<file path="config.mk">
export PLATFORM = sky130hd
export DESIGN_NAME = operating_mode_select
export DESIGN_NICKNAME = d
export VERILOG_FILES = /design/src/rtl/opmode_pkg.sv /design/src/rtl/operating_mode_select.sv /design/src/rtl/strap_sync.sv /design/src/rtl/write_once_gate.sv
export SDC_FILE = /design/constraint.sdc
export NUM_CORES = 1
export LEC_CHECK = 0
export ABC_AREA = 1
export BUFFER_PORTS_ARGS = -buffer_cell sky130_fd_sc_hd__buf_4
export CAP_MARGIN = 0
export CORE_ASPECT_RATIO = 1.4
export CORE_MARGIN = 2
export CORE_UTILIZATION = 30
export DETAILED_ROUTE_END_ITERATION = 12
export GPL_ROUTABILITY_DRIVEN = 0
export PLACE_DENSITY_LB_ADDON = 0.2
export RECOVER_POWER = 25
export SYNTH_ARGS = -nofsm -noshare
export SYNTH_HDL_FRONTEND = slang
export SYNTH_SLANG_ARGS = --single-unit
</file>
<file path="constraint.sdc">
create_clock -name clk -period 3.4 [get_ports clk]
set_clock_uncertainty 0.2 [all_clocks]
set_input_delay 0.34 -clock clk [delete_from_list [all_inputs] [get_ports clk]]
set_output_delay 0.34 -clock clk [all_outputs]
set_load 0.02 [all_outputs]
</file>
<file path="src/rtl/opmode_pkg.sv">
/*
  Shared constants for the operating mode selection block: strap codes,
  port function codes, settle and address-window constants.
  Assumes nothing beyond a SystemVerilog compiler.
*/
package opmode_pkg;

  // Strap word layout {debug_serial_pin, mode_select_b, mode_select_a}.
  localparam int STRAP_SPECIAL_MODE_NEGATED_BIT_BIT = 2;
  localparam int STRAP_B_BIT = 1;
  localparam int STRAP_A_BIT = 0;

  // Level the open pins settle to under the reset pulls (normal single chip).
  localparam logic [2:0] STRAP_PULL_VAL = 3'h4;

  // Clock edges after release that the synchronised straps need to settle.
  localparam logic [1:0] STRAP_SETTLE = 2'h2;

  // Pull enables at reset.
  localparam logic PORTE_PULLUP_RST = 1'b1;
  localparam logic PORTA_PULLUP_RST = 1'b0;
  localparam logic PORTB_PULLUP_RST = 1'b0;

  // Port function codes.
  localparam logic [1:0] PORT_GPIO = 2'h0;
  localparam logic [1:0] PORT_ADDR_DATA = 2'h1;
  localparam logic [1:0] PORT_ADDR_NARROW = 2'h2;
  localparam logic [1:0] PORT_EXT_MASTER = 2'h3;

  // Debug ROM window and debug control register window.
  localparam logic [7:0] DEBUG_ROM_PAGE = 8'hff;
  localparam logic [15:0] DEBUG_REG_FIRST = 16'hff00;
  localparam logic [15:0] DEBUG_REG_LAST = 16'hff06;

endpackage

</file>
<file path="src/rtl/operating_mode_select.sv">
/*
  Operating mode selection: strap capture, mode decode, port steering,
  narrow-bus splitting, debug state and debug ROM decode, serial access.
  Assumes strap pins are asynchronous and all other inputs are on clk.
*/
// What this block does
// - Decode {debug pin, B, A} into seven modes; 110 forced to peripheral.
// - Latch the three strap levels at reset release as the mode status bits.
// - Pull up the debug pin and pull down both mode pins during reset.
// - Open strap pins decode to normal single-chip.
// - Wide expanded: port A high addr/data, port B low addr/data.
// - Narrow expanded: port A high addr with 8-bit data, port B low addr.
// - Normal single-chip: A, B, E are GPIO; E1..E0 input-only with pullups.
// - At reset port E pullups on, port A and B pullups off.
// - Special wide: all port E bus-control pins take bus-control function.
// - Narrow mode: 16-bit transfer is two byte cycles, high then low.
// - Special single-chip: no reset vector fetch, debug active at once.
// - Special single-chip: no external bus, ports are GPIO.
// - Peripheral mode: processor idle, external master drives the bus.
// - No runtime mode change into or out of peripheral mode.
// - Outside special single-chip, debug must be enabled before activation.
// - Enabled debug activates on serial command or entry instruction.
// - Active debug maps $FF00-$FFFF to debug ROM, registers $FF00-$FF06.
// - Active debug: ROM supplies vectors, top user memory hidden from CPU.
// - Serial accesses use idle cycles; nonvolatile memory is read only.
// - Normal modes write-protect control bits; special modes allow more.
// - Mode B/A writable once if negated bit is 1, anytime if 0.
`timescale 1ns/1ps
module operating_mode_select
  import opmode_pkg::*;
(
  input wire logic clk,
  input wire logic sys_rst,
  input wire logic debug_serial_pin_in,
  input wire logic mode_select_b_in,
  input wire logic mode_select_a_in,
  output logic debug_pin_pullup_en,
  output logic mode_pins_pulldown_en,
  output logic mode_valid,
  output logic special_mode_negated_bit,
  output logic mode_select_b,
  output logic mode_select_a,
  output logic is_special,
  output logic is_expanded,
  output logic is_wide,
  output logic is_peripheral,
  output logic is_single_chip,
  output logic [1:0] porta_func,
  output logic [1:0] portb_func,
  output logic porte_bus_ctrl,
  output logic porte_low_input_pullup,
  output logic ports_gpio,
  input wire logic pull_wr,
  input wire logic [2:0] pull_wdata,
  output logic porte_pullup_en,
  output logic portb_pullup_en,
  output logic porta_pullup_en,
  output logic write_protect_en,
  input wire logic mode_wr,
  input wire logic [1:0] mode_wdata,
  output logic mode_wr_refused,
  output logic cpu_run_en,
  output logic reset_vector_fetch_en,
  input wire logic bdm_enable_cmd,
  input wire logic bdm_activate_cmd,
  input wire logic enter_debug_instruction,
  input wire logic bdm_exit_cmd,
  output logic debug_enabled,
  output logic background_debug_state,
  input wire logic [15:0] cpu_addr,
  output logic sel_debug_rom,
  output logic sel_debug_regs,
  output logic vectors_from_debug_rom,
  input wire logic ser_req,
  input wire logic ser_we,
  input wire logic ser_nvm,
  input wire logic cpu_bus_idle,
  output logic ser_grant,
  output logic ser_refused,
  input wire logic xfer_req,
  input wire logic xfer_we,
  input wire logic [15:0] xfer_addr,
  input wire logic [15:0] xfer_wdata,
  input wire logic [15:0] ext_rdata,
  output logic xfer_busy,
  output logic bus_cyc,
  output logic bus_we,
  output logic [15:0] bus_addr,
  output logic [15:0] bus_wdata,
  output logic xfer_done,
  output logic [15:0] xfer_rdata
);

  typedef enum logic {P_STRAP, P_RUN} phase_e;
  typedef enum logic [1:0] {X_IDLE, X_WIDE, X_HI, X_LO} xfer_e;

  logic [2:0] strap_sync_q;
  phase_e phase, next_phase;
  logic [1:0] settle, next_settle;
  logic [2:0] mode, next_mode;
  logic wr_ok;
  logic mode_written;
  logic wr_accept;

  // Pins may change right up to the release, so they are resynchronised first.
  strap_sync #(.WIDTH(3), .RST_VAL(STRAP_PULL_VAL)) u_strap_sync (
    .clk(clk),
    .sys_rst(sys_rst),
    .d({debug_serial_pin_in, mode_select_b_in, mode_select_a_in}),
    .q(strap_sync_q)
  );

  // A write may never land in or leave peripheral, nor pick the reserved code.
  always_comb begin
    wr_accept = (phase == P_RUN) && !is_peripheral && !(mode_wdata == 2'h2);
  end

  write_once_gate u_mode_gate (
    .clk(clk),
    .sys_rst(sys_rst),
    .wr_req(mode_wr),
    .once_only(mode[STRAP_SPECIAL_MODE_NEGATED_BIT_BIT]),
    .accept(wr_accept),
    .wr_ok(wr_ok),
    .written(mode_written)
  );

  logic d_special, d_expanded, d_wide, d_periph, d_single;
  logic next_pull;
  logic [1:0] next_pa, next_pb;
  logic next_pe_bus, next_pe_low, next_gpio, next_refused;
  logic [2:0] next_pulls;

  always_comb begin
    next_phase = phase;
    next_settle = settle;
    next_mode = mode;
    if (phase == P_STRAP) begin
      next_settle = settle + 2'h1;
      if (settle == STRAP_SETTLE) begin
        next_phase = P_RUN;
        next_mode = strap_sync_q;
      end
    end else if (wr_ok) begin
      next_mode = {mode[STRAP_SPECIAL_MODE_NEGATED_BIT_BIT], mode_wdata};
    end
    next_pull = (next_phase == P_STRAP);
    next_refused = mode_wr && !wr_ok;
    // Code 110 (reserved) decodes as peripheral, hence special as well.
    d_periph = next_mode[STRAP_B_BIT] && !next_mode[STRAP_A_BIT];
    d_special = !next_mode[STRAP_SPECIAL_MODE_NEGATED_BIT_BIT] || d_periph;
    d_expanded = next_mode[STRAP_A_BIT];
    d_wide = next_mode[STRAP_B_BIT] && next_mode[STRAP_A_BIT];
    d_single = !next_mode[STRAP_B_BIT] && !next_mode[STRAP_A_BIT];
    next_pa = PORT_GPIO;
    next_pb = PORT_GPIO;
    if (d_periph) begin
      next_pa = PORT_EXT_MASTER;
      next_pb = PORT_EXT_MASTER;
    end else if (d_wide) begin
      next_pa = PORT_ADDR_DATA;
      next_pb = PORT_ADDR_DATA;
    end else if (d_expanded) begin
      next_pa = PORT_ADDR_NARROW;
      next_pb = PORT_ADDR_NARROW;
    end
    next_pe_bus = d_expanded;
    next_pe_low = d_single;
    next_gpio = d_single;
    next_pulls = {porte_pullup_en, portb_pullup_en, porta_pullup_en};
    if (pull_wr) begin
      next_pulls = pull_wdata;
    end
  end

  always_ff @(posedge clk or posedge sys_rst) begin
    if (sys_rst) begin
      phase <= P_STRAP;
      settle <= 2'h0;
      mode <= STRAP_PULL_VAL;
      mode_valid <= 1'b0;
      debug_pin_pullup_en <= 1'b1;
      mode_pins_pulldown_en <= 1'b1;
      is_special <= 1'b0;
      is_expanded <= 1'b0;
      is_wide <= 1'b0;
      is_peripheral <= 1'b0;
      is_single_chip <= 1'b1;
      porta_func <= PORT_GPIO;
      portb_func <= PORT_GPIO;
      porte_bus_ctrl <= 1'b0;
      porte_low_input_pullup <= 1'b1;
      ports_gpio <= 1'b1;
      porte_pullup_en <= PORTE_PULLUP_RST;
      portb_pullup_en <= PORTB_PULLUP_RST;
      porta_pullup_en <= PORTA_PULLUP_RST;
      mode_wr_refused <= 1'b0;
    end else begin
      phase <= next_phase;
      settle <= next_settle;
      mode <= next_mode;
      mode_valid <= (next_phase == P_RUN);
      debug_pin_pullup_en <= next_pull;
      mode_pins_pulldown_en <= next_pull;
      is_special <= d_special;
      is_expanded <= d_expanded;
      is_wide <= d_wide;
      is_peripheral <= d_periph;
      is_single_chip <= d_single;
      porta_func <= next_pa;
      portb_func <= next_pb;
      porte_bus_ctrl <= next_pe_bus;
      porte_low_input_pullup <= next_pe_low;
      ports_gpio <= next_gpio;
      {porte_pullup_en, portb_pullup_en, porta_pullup_en} <= next_pulls;
      mode_wr_refused <= next_refused;
    end
  end

  always_comb begin
    special_mode_negated_bit = mode[STRAP_SPECIAL_MODE_NEGATED_BIT_BIT];
    mode_select_b = mode[STRAP_B_BIT];
    mode_select_a = mode[STRAP_A_BIT];
  end

  // Debug state, CPU run control and debug ROM decode.
  logic next_dbg_en, next_dbg_act, ssc_at_start;
  logic next_run, next_vec, next_rom, next_regs;
  logic next_wp;

  always_comb begin
    ssc_at_start = (phase == P_STRAP) && (next_phase == P_RUN) && (next_mode == 3'h0);
    next_dbg_en = debug_enabled || bdm_enable_cmd;
    next_dbg_act = background_debug_state;
    if (bdm_exit_cmd) begin
      next_dbg_act = 1'b0;
    end
    // Activation wins over a simultaneous exit so a trigger is never lost.
    if (debug_enabled && (bdm_activate_cmd || enter_debug_instruction)) begin
      next_dbg_act = 1'b1;
    end
    if (ssc_at_start) begin
      next_dbg_en = 1'b1;
      next_dbg_act = 1'b1;
    end
    next_run = (next_phase == P_RUN) && !d_periph;
    next_vec = (next_phase == P_RUN) && !d_periph && !ssc_at_start
               && !(mode == 3'h0 && phase == P_RUN);
    next_rom = next_dbg_act && (cpu_addr[15:8] == DEBUG_ROM_PAGE);
    next_regs = next_dbg_act && (cpu_addr >= DEBUG_REG_FIRST)
                && (cpu_addr <= DEBUG_REG_LAST);
    next_wp = next_mode[STRAP_SPECIAL_MODE_NEGATED_BIT_BIT] && !d_periph;
  end

  always_ff @(posedge clk or posedge sys_rst) begin
    if (sys_rst) begin
      debug_enabled <= 1'b0;
      background_debug_state <= 1'b0;
      cpu_run_en <= 1'b0;
      reset_vector_fetch_en <= 1'b0;
      sel_debug_rom <= 1'b0;
      sel_debug_regs <= 1'b0;
      vectors_from_debug_rom <= 1'b0;
      write_protect_en <= 1'b1;
    end else begin
      debug_enabled <= next_dbg_en;
      background_debug_state <= next_dbg_act;
      cpu_run_en <= next_run;
      reset_vector_fetch_en <= next_vec;
      sel_debug_rom <= next_rom;
      sel_debug_regs <= next_regs;
      vectors_from_debug_rom <= next_dbg_act;
      write_protect_en <= next_wp;
    end
  end

  // Serial debug access: one request waits for an idle bus cycle.
  logic ser_pend, ser_we_q, ser_nvm_q, ser_serve;
  logic next_ser_pend, next_ser_we, next_ser_nvm, next_grant, next_sref;

  always_comb begin
    ser_serve = ser_pend && cpu_bus_idle;
    next_grant = ser_serve && !(ser_we_q && ser_nvm_q);
    next_sref = ser_serve && ser_we_q && ser_nvm_q;
    next_ser_pend = ser_pend && !ser_serve;
    next_ser_we = ser_we_q;
    next_ser_nvm = ser_nvm_q;
    if (ser_req) begin
      next_ser_pend = 1'b1;
      next_ser_we = ser_we;
      next_ser_nvm = ser_nvm;
    end
  end

  always_ff @(posedge clk or posedge sys_rst) begin
    if (sys_rst) begin
      ser_pend <= 1'b0;
      ser_we_q <= 1'b0;
      ser_nvm_q <= 1'b0;
      ser_grant <= 1'b0;
      ser_refused <= 1'b0;
    end else begin
      ser_pend <= next_ser_pend;
      ser_we_q <= next_ser_we;
      ser_nvm_q <= next_ser_nvm;
      ser_grant <= next_grant;
      ser_refused <= next_sref;
    end
  end

  // External transfer sequencer; a narrow bus takes two byte cycles.
  xfer_e xst, next_xst;
  logic [15:0] x_addr, next_x_addr, x_wdata, next_x_wdata, next_rdata;
  logic [15:0] next_baddr, next_bwdata;
  logic x_take, next_bcyc, next_bwe, next_done;

  always_comb begin
    x_take = (xst == X_IDLE) && xfer_req && mode_valid && is_expanded && !is_peripheral;
    next_xst = xst;
    next_x_addr = x_addr;
    next_x_wdata = x_wdata;
    next_rdata = xfer_rdata;
    next_baddr = bus_addr;
    next_bwdata = bus_wdata;
    next_bwe = bus_we;
    next_bcyc = 1'b0;
    next_done = 1'b0;
    unique case (xst)
      X_IDLE: begin
        if (x_take) begin
          next_x_addr = xfer_addr;
          next_x_wdata = xfer_wdata;
          next_bcyc = 1'b1;
          next_bwe = xfer_we;
          if (is_wide) begin
            next_xst = X_WIDE;
            next_baddr = xfer_addr;
            next_bwdata = xfer_wdata;
          end else begin
            next_xst = X_HI;
            next_baddr = {xfer_addr[15:1], 1'b0};
            next_bwdata = {8'h00, xfer_wdata[15:8]};
          end
        end
      end
      X_WIDE: begin
        next_rdata = ext_rdata;
        next_done = 1'b1;
        next_xst = X_IDLE;
      end
      X_HI: begin
        next_rdata = {ext_rdata[7:0], xfer_rdata[7:0]};
        next_bcyc = 1'b1;
        next_baddr = {x_addr[15:1], 1'b1};
        next_bwdata = {8'h00, x_wdata[7:0]};
        next_xst = X_LO;
      end
      X_LO: begin
        next_rdata = {xfer_rdata[15:8], ext_rdata[7:0]};
        next_done = 1'b1;
        next_xst = X_IDLE;
      end
    endcase
  end

  always_ff @(posedge clk or posedge sys_rst) begin
    if (sys_rst) begin
      xst <= X_IDLE;
      x_addr <= 16'h0000;
      x_wdata <= 16'h0000;
      xfer_rdata <= 16'h0000;
      bus_addr <= 16'h0000;
      bus_wdata <= 16'h0000;
      bus_we <= 1'b0;
      bus_cyc <= 1'b0;
      xfer_done <= 1'b0;
      xfer_busy <= 1'b0;
    end else begin
      xst <= next_xst;
      x_addr <= next_x_addr;
      x_wdata <= next_x_wdata;
      xfer_rdata <= next_rdata;
      bus_addr <= next_baddr;
      bus_wdata <= next_bwdata;
      bus_we <= next_bwe;
      bus_cyc <= next_bcyc;
      xfer_done <= next_done;
      xfer_busy <= (next_xst != X_IDLE);
    end
  end
endmodule

</file>
<file path="src/rtl/strap_sync.sv">
/*
  Two-flop synchroniser for a group of pin levels.
  Assumes the inputs are asynchronous to clk; RST_VAL is the pulled level.
*/
`timescale 1ns/1ps
module strap_sync #(
  parameter int WIDTH = 3,
  parameter logic [WIDTH-1:0] RST_VAL = '0
) (
  input wire logic clk,
  input wire logic sys_rst,
  input wire logic [WIDTH-1:0] d,
  output logic [WIDTH-1:0] q
);
  logic [WIDTH-1:0] meta;

  always_ff @(posedge clk or posedge sys_rst) begin
    if (sys_rst) begin
      meta <= RST_VAL;
      q <= RST_VAL;
    end else begin
      meta <= d;
      q <= meta;
    end
  end
endmodule

</file>
<file path="src/rtl/write_once_gate.sv">
/*
  Write gate for a protected field: once_only limits it to one accepted
  write after reset, otherwise any accepted write passes.
  Assumes wr_req is a one-cycle pulse on clk.
*/
`timescale 1ns/1ps
module write_once_gate (
  input wire logic clk,
  input wire logic sys_rst,
  input wire logic wr_req,
  input wire logic once_only,
  input wire logic accept,
  output logic wr_ok,
  output logic written
);
  logic next_written;

  always_comb begin
    wr_ok = wr_req && accept && !(once_only && written);
    next_written = written || wr_ok;
  end

  always_ff @(posedge clk or posedge sys_rst) begin
    if (sys_rst) begin
      written <= 1'b0;
    end else begin
      written <= next_written;
    end
  end
endmodule

</file>
[After elaboration in Yosys (flattened, before gate mapping)]
Index checks and enable logic that the tools add are counted.
Word-level totals
  word-level logic and storage cells: 138
  output and inout bits: 84
  register bits: 115
Cells by class
  $add $sub $neg: 1
  bitwise operators: 4
  order comparisons: 2
  reduce and logical (&&, ||, !) cells: 58
  eq/ne operators: 7
  multiplexer cells: 26
Operator list (count)
  16-bit one-hot mux with 2 select lines: 2
  16-bit 2-to-1 mux: 3
  16-bit one-hot mux with 3 select lines: 1
  1-bit logical AND: 30
  16-bit greater-or-equal comparator, second input constant: 1
  16-bit <= comparator, second input constant: 1
  1-bit logical NOT: 12
  2-bit 2-to-1 mux: 6
  1-bit 2-to-1 mux: 10
  2-bit == test, second input constant: 4
  8-bit == test, second input constant: 1
  2-bit AND reduction: 4
  2-bit nonzero test: 4
  3-bit logical NOT: 2
  3-bit 2-to-1 mux: 2
  2-bit one-hot mux with 3 select lines: 1
  1-bit logical OR: 4
  1-bit inverter: 4
  2-bit by 1-bit adder with 2-bit output, second input constant: 1
  2-bit by 1-bit == test with 1-bit output, second input constant: 1
  2-bit logical NOT: 1
  2-bit inequality test, second input constant: 1
  1-bit one-hot mux with 2 select lines: 1
  2-bit OR reduction: 1

[Depth between registers and ports, before layout]
  word-level depth: 13
  mapped depth: 12

[By module]
Synthesis repeated with hierarchy kept, for this count alone.
Second synthesis, totals
  cell total of the unflattened synthesis: 531
  area, all modules: 4924.7 µm²
By module, submodules not included
  operating_mode_select: sequential area each 2658.8 µm², instances 1, cells each 516, area each 4717.0 µm²
  strap_sync: sequential area each 152.6 µm², instances 1, cells each 7, area each 156.4 µm²
  write_once_gate: sequential area each 25.0 µm², instances 1, cells each 8, area each 51.3 µm²

[Worst setup path before layout]
No wires, ideal clock.
  path kind: register to register
  start: reg phase
  end: reg sel_debug_rom
  arrival: 1622 ps
  path slack: 1459 ps
  setup time: 119 ps
  data required time: 3081 ps
  stages on the path, launching flop included: 10
  path through: dfrtp_1 buf_6 nor2_1 a22oi_1 nand2_1 inv_1 ha_1 nand3_1 nand2_1 and2_1
Between the ends
  longest elaborated chain between the ends: 10
  elaborated cells between the ends (all ways): 13
  classes of those cells: 4 x mux; 1 x bitwise; 8 x reduce/logical
Ends and longest elaborated chain
  start: declaration: RTL line operating_mode_select.sv:98  | phase_e phase, next_phase;
  start signal: assignment: RTL line operating_mode_select.sv:199  | phase <= next_phase;
  1-bit logical AND (2 in a row): RTL line operating_mode_select.sv:115  | wr_accept = (phase == P_RUN) && !is_peripheral && !(mode_wdata == 2'h2);
  1-bit logical AND (2 in a row): RTL line write_once_gate.sv:19  | wr_ok = wr_req && accept && !(once_only && written);
  2-bit 2-to-1 mux: RTL line operating_mode_select.sv:144  | end else if (wr_ok) begin
  3-bit 2-to-1 mux *: RTL line operating_mode_select.sv:138  | if (phase == P_STRAP) begin
  net next_mode[0]: RTL line operating_mode_select.sv:100  | logic [2:0] mode, next_mode;
  3-bit logical NOT *: RTL line operating_mode_select.sv:232  | ssc_at_start = (phase == P_STRAP) && (next_phase == P_RUN) && (next_mode == 3'h0);
  1-bit logical AND *: RTL line operating_mode_select.sv:232
  1-bit 2-to-1 mux *: RTL line operating_mode_select.sv:242  | if (ssc_at_start) begin
  net next_dbg_act: RTL line operating_mode_select.sv:227  | logic next_dbg_en, next_dbg_act, ssc_at_start;
  1-bit logical AND *: RTL line operating_mode_select.sv:249  | next_rom = next_dbg_act && (cpu_addr[15:8] == DEBUG_ROM_PAGE);
  net next_rom: RTL line operating_mode_select.sv:228  | logic next_run, next_vec, next_rom, next_regs;
  end signal: assignment: RTL line operating_mode_select.sv:270  | sel_debug_rom <= next_rom;
  end: declaration: RTL line operating_mode_select.sv:71  | output logic sel_debug_rom,
Mark *: on every way through the listed nets, which the timed path passes. The rest lies on a longest branch.
A chain may end at the register's enable or synchronous reset.

[Worst setup path in the final report]
  start: reg settle[0]
  end: reg sel_debug_regs
Between the ends
  longest elaborated chain between the ends: 8
  elaborated cells between the ends (all ways): 11
  classes of those cells: 1 x eq/ne; 5 x mux; 5 x reduce/logical
Ends and longest elaborated chain
  start: declaration: RTL line operating_mode_select.sv:99  | logic [1:0] settle, next_settle;
  start signal: assignment: RTL line operating_mode_select.sv:200  | settle <= next_settle;
  2-bit == test: RTL line operating_mode_select.sv:140  | if (settle == STRAP_SETTLE) begin
  3-bit 2-to-1 mux: RTL line operating_mode_select.sv:140
  3-bit 2-to-1 mux: RTL line operating_mode_select.sv:138
  net next_mode[1]: RTL line operating_mode_select.sv:100
  3-bit logical NOT: RTL line operating_mode_select.sv:232
  1-bit logical AND: RTL line operating_mode_select.sv:232
  1-bit 2-to-1 mux: RTL line operating_mode_select.sv:242
  net next_dbg_act: RTL line operating_mode_select.sv:227
  1-bit logical AND: RTL line operating_mode_select.sv:250  | next_regs = next_dbg_act && (cpu_addr >= DEBUG_REG_FIRST)
  1-bit logical AND: RTL line operating_mode_select.sv:251  | && (cpu_addr <= DEBUG_REG_LAST);
  net next_regs: RTL line operating_mode_select.sv:228
  end signal: assignment: RTL line operating_mode_select.sv:271  | sel_debug_regs <= next_regs;
  end: declaration: RTL line operating_mode_select.sv:72  | output logic sel_debug_regs,
The timed path passes the listed nets, and every way through them passes these cells.

==> parameters.txt <==
Parameter                              Value

Setup path
  Crit-path max FO ... 5
  Critical setup path kind ... reg2reg
  Cell class contributing the biggest share of worst-path delay ... simple AND/OR/NAND/NOR gates
  CP startpoint ... settle[0]
  Critical path capture point ... sel_debug_regs
  Worst stage delay on the critical path ... approximately 0.54 ns
  Cell-by-cell trace of the critical path ... inv_1 > ha_1 > nor2_1 > a22oi_1 > nand2_1 > inv_1 > ha_1 > nand3_1 > nand2_1 > nand3_1 > nor2_1 > dlygate4sd3_1
  Arrival time of the worst setup path ... 2.85 ns
  Critical Path Source Type ... flip-flop
  WP depth ... 12
  Total buffers and inverters traversed by the critical path ... 3
  Worst Path Required ... about 3.5 ns
  Library cell contributing the largest single delay on the critical path ... sky130_fd_sc_hd__dlygate4sd3_1
  Reg-to-Reg End ... sel_debug_regs
  Length in cells of the worst reg-to-reg path ... 12
  FF-to-FF setup slack ... ~0.63 ns
  Startpoint of the lowest-slack register-to-register path ... settle[0]
  Endpoint type of the worst setup path ... flip-flop

Global routing
  Global-route wire length before repair ... 20.6 mm
  Grt met1 use ... 17.4%
  Fraction of met3 tracks used by global routing ... around 4%
  Total routing resource utilization after global routing ... around 15%
  M2 GR Usage ... 26.2%
  Number of global-route vias before repair ... 4242
  Overflow left after global routing ... 0
  Busiest layer in global routing ... met2
  Maximum number of pins on one net before global-route repair ... 67
  Antenna violations before repair ... 0

Status
  Outcome ... finished clean

Route
  First-pass iteration count of the detailed router ... 4
  Number of DRC markers after the initial detailed-route iteration ... just under 200
  WL per Instance ... about 13 µm
  Count of nets left with antenna violations after detail routing ... 0
  Routed via count divided by cell count ... 4.55
  Total wirelength of the detailed-routed design ... approximately 13 mm
  DRC violation count after routing ... 0
  Via count of the routed design ... ~4.2k

Logic synthesis
  FFs w/ async S/R, synth ... 100%
  YS warnings ... 0
  Count of mapped cells out of synthesis ... about 530
  Sequential cell area fraction in the yosys report ... roughly 59%
  Avg Inst Size Synth ... between 9 and 10 µm²
  Flop and latch count out of synthesis ... around 110
  Net count of the mapped netlist ... around 620
  Post-synthesis cell type count ... 30
  Top_reg_cell synth ... sky130_fd_sc_hd__dfrtp_1
  Cell area after technology mapping ... between 4000 and 5000 µm²
  Number of flops mapped to enable cells by yosys ... 0

Clock network
  Number of setup buffers added after CTS ... 0
  Number of levels the H-tree was split into ... 4
  Clock tree root driver cell ... sky130_fd_sc_hd__clkbuf_16
  Clock latency on the worst-skew pair ... around 0.40 ns
  Cts repair resizes ... 0
  Buffer depth of the longest clock path ... 2
  CTS tree ... done
  Cts bufs inserted ... 17
  Sinks on the clock net ... between 100 and 150
  Post-CTS clock slew at the launch and capture registers of the worst setup and hold paths ... about 0.05 ns

STA
  Period utilisation layout ... between 80% and 90%
  RSZ-0062 raised after global routing ... false
  Max-Slew Margin vs Limit ... about a third
  Crit path time final ... about 2.8 ns
  Actual slew at the worst max-slew pin ... between 1 and 1.5 ns
  Total setup violations reported at the end of the flow ... 0
  Setup TNS ... 0 ns
  Final Hold Violating Endpoints ... 0
  Peak clock frequency supported by timing ... ~360 MHz
  Number of slew-limit violations in the final report ... 0

Final layout
  Area growth from synthesis to layout ... 45.0%
  Most common cell after layout, fill and taps aside ... sky130_fd_sc_hd__buf_4
  Final non-filler cell total ... just over 900
  Number of nets at the end of the flow ... slightly above 800
  Most used cells in the layout excluding fill and tap cells ... sky130_fd_sc_hd__buf_4 (127), sky130_fd_sc_hd__nand2_1 (124), sky130_fd_sc_hd__dfrtp_1 (106)
  Final instance area ... around 7000 µm²
  Antenna cells ... 0
  Share of cells above drive strength 1 ... between 20% and 30%

Floorplanning
  Die Footprint ... between 15000 and 20000 µm²
  Height of the die ... 154 µm
  Boundary pin count ... 170
  Chip width ... 111 µm
  Rows ... 54
  Area of the placeable core ... roughly 16000 µm²
  Initial Util ... a little under a third

Worst hold path
  Hold WC Path Type ... in2reg

Placement
  Count of port buffers added during placement ... roughly 170
  Half-perimeter wire length after placement ... between 8 and 9 mm
  Cell Area, Placed ... 6190 µm²
  DP Cell Count ... about 860

Power and ir drop
  Leakage power total ... 3.53 nW
  Areal power density over the cells ... between 800 and 900 nW/µm²
  Worst ir drop on vdd ... about 360 µV

Flow run
  Number of violations of the max-capacitance limit ... 0
-- stage by stage --
step                hold slack, ns  power (mW)  worst slack (ns)  util, %
floorplan                    0.131        3.78              1.46        -
global placement             0.137        4.65              1.02     39.5
detailed placement           0.138        4.70             0.944     39.5
CTS                        0.00628        6.56             0.594     45.8
global route                0.0256        6.74             0.443     44.7
finish                      0.0284        6.29             0.630     44.7
-- worst min-delay path: cells and delay by family --
family / cells / cell delay (ns)
AO/OA/AOI/OAI: 1 / 0.08
buffers and inverters: 2 / 0.16
-- Yosys cell counts, types with 3 or more instances --
library cell	instances	area [µm²]
sky130_fd_sc_hd__nand2_1	124	465
sky130_fd_sc_hd__dfrtp_1	106	2650
sky130_fd_sc_hd__o21ai_0	55	275
sky130_fd_sc_hd__inv_1	52	195
sky130_fd_sc_hd__nand3_1	43	215
sky130_fd_sc_hd__nor2_1	33	124
sky130_fd_sc_hd__a21oi_1	19	95.1
sky130_fd_sc_hd__buf_4	13	97.6
sky130_fd_sc_hd__a22oi_1	10	75.1
sky130_fd_sc_hd__buf_2	9	45.0
sky130_fd_sc_hd__ha_1	8	100
sky130_fd_sc_hd__o211ai_1	8	60.1
sky130_fd_sc_hd__dfstp_2	7	184
sky130_fd_sc_hd__clkbuf_1	6	22.5
sky130_fd_sc_hd__buf_6	4	45.0
sky130_fd_sc_hd__mux2_2	3	33.8
sky130_fd_sc_hd__nand2_2	3	18.8
sky130_fd_sc_hd__o21ai_1	3	15.0
sky130_fd_sc_hd__o21bai_1	3	22.5
sky130_fd_sc_hd__or2_2	3	18.8
-- cell families (layout without fill, tap and decap cells) --
logic type,Yosys count,after routing,synth area share [%]
multiplexers,3,3,0.698
flip-flops,113,113,58.6
buffers and inverters,87,299,8.61
adder cells (fa/ha/maj),8,8,2.07
AND/OR/NAND/NOR,214,214,18.4
XOR/XNOR,1,1,0.181
AO/OA/AOI/OAI,99,99,11.4
-- worst min-delay path by stage --
stage                                     from  cells past startpoint                end
after global placement    u_strap_sync.meta[1]                      0  u_strap_sync.q[1]
after floorplan           u_strap_sync.meta[0]                      0  u_strap_sync.q[0]
after CTS                        xfer_addr[12]                      3         x_addr[12]
after detailed placement  u_strap_sync.meta[1]                      0  u_strap_sync.q[1]
after global routing             xfer_wdata[7]                      3         x_wdata[7]
final                            xfer_addr[13]                      3         x_addr[13]
-- where the power goes --
| group | internal, mW | leakage [nW] | switching, mW | total (mW) |
|---|---|---|---|---|
| Clock | 1.16 | 0.287 | 0.607 | 1.77 |
| Sequential | 1.87 | 1.34 | 0.313 | 2.18 |
| Combinational | 0.831 | 1.90 | 1.51 | 2.34 |
-- what timing repair did --
| action | 4_1_cts | 5_1_grt |
|---|---|---|
| hold buffers | 40 | 0 |
| endpoints found under the hold margin | 50 | 0 |
| setup endpoints to repair | 0 | 0 |
-- cell type report --
class / instances / area, µm²
Clock buffer: 21 / 450
Clock inverter: 11 / 139
Fill cell: 1601 / 8660
Inverter: 53 / 200
Multi-Input combinational cell: 325 / 1580
Sequential cell: 113 / 2840
Tap cell: 196 / 245
Timing Repair Buffer: 214 / 1560
-- flip-flops by register name, summed over array words and instances (netlist names), 2 cells and up --
name / count
xst: 2
u_strap_sync.q: 3
bus_wdata: 16
portb_func: 2
x_addr: 15
mode: 3
settle: 2
u_strap_sync.meta: 3
bus_addr: 16
x_wdata: 8
xfer_rdata: 16
-- per-layer routing --
metal / vias up / wire (µm)
li1: 2086 / -
met1: 2012 / 5220
met3: 8 / 777
met4: 0 / 120
met2: 136 / 6480
met5: - / 0
(Power assumes the default switching activity.)
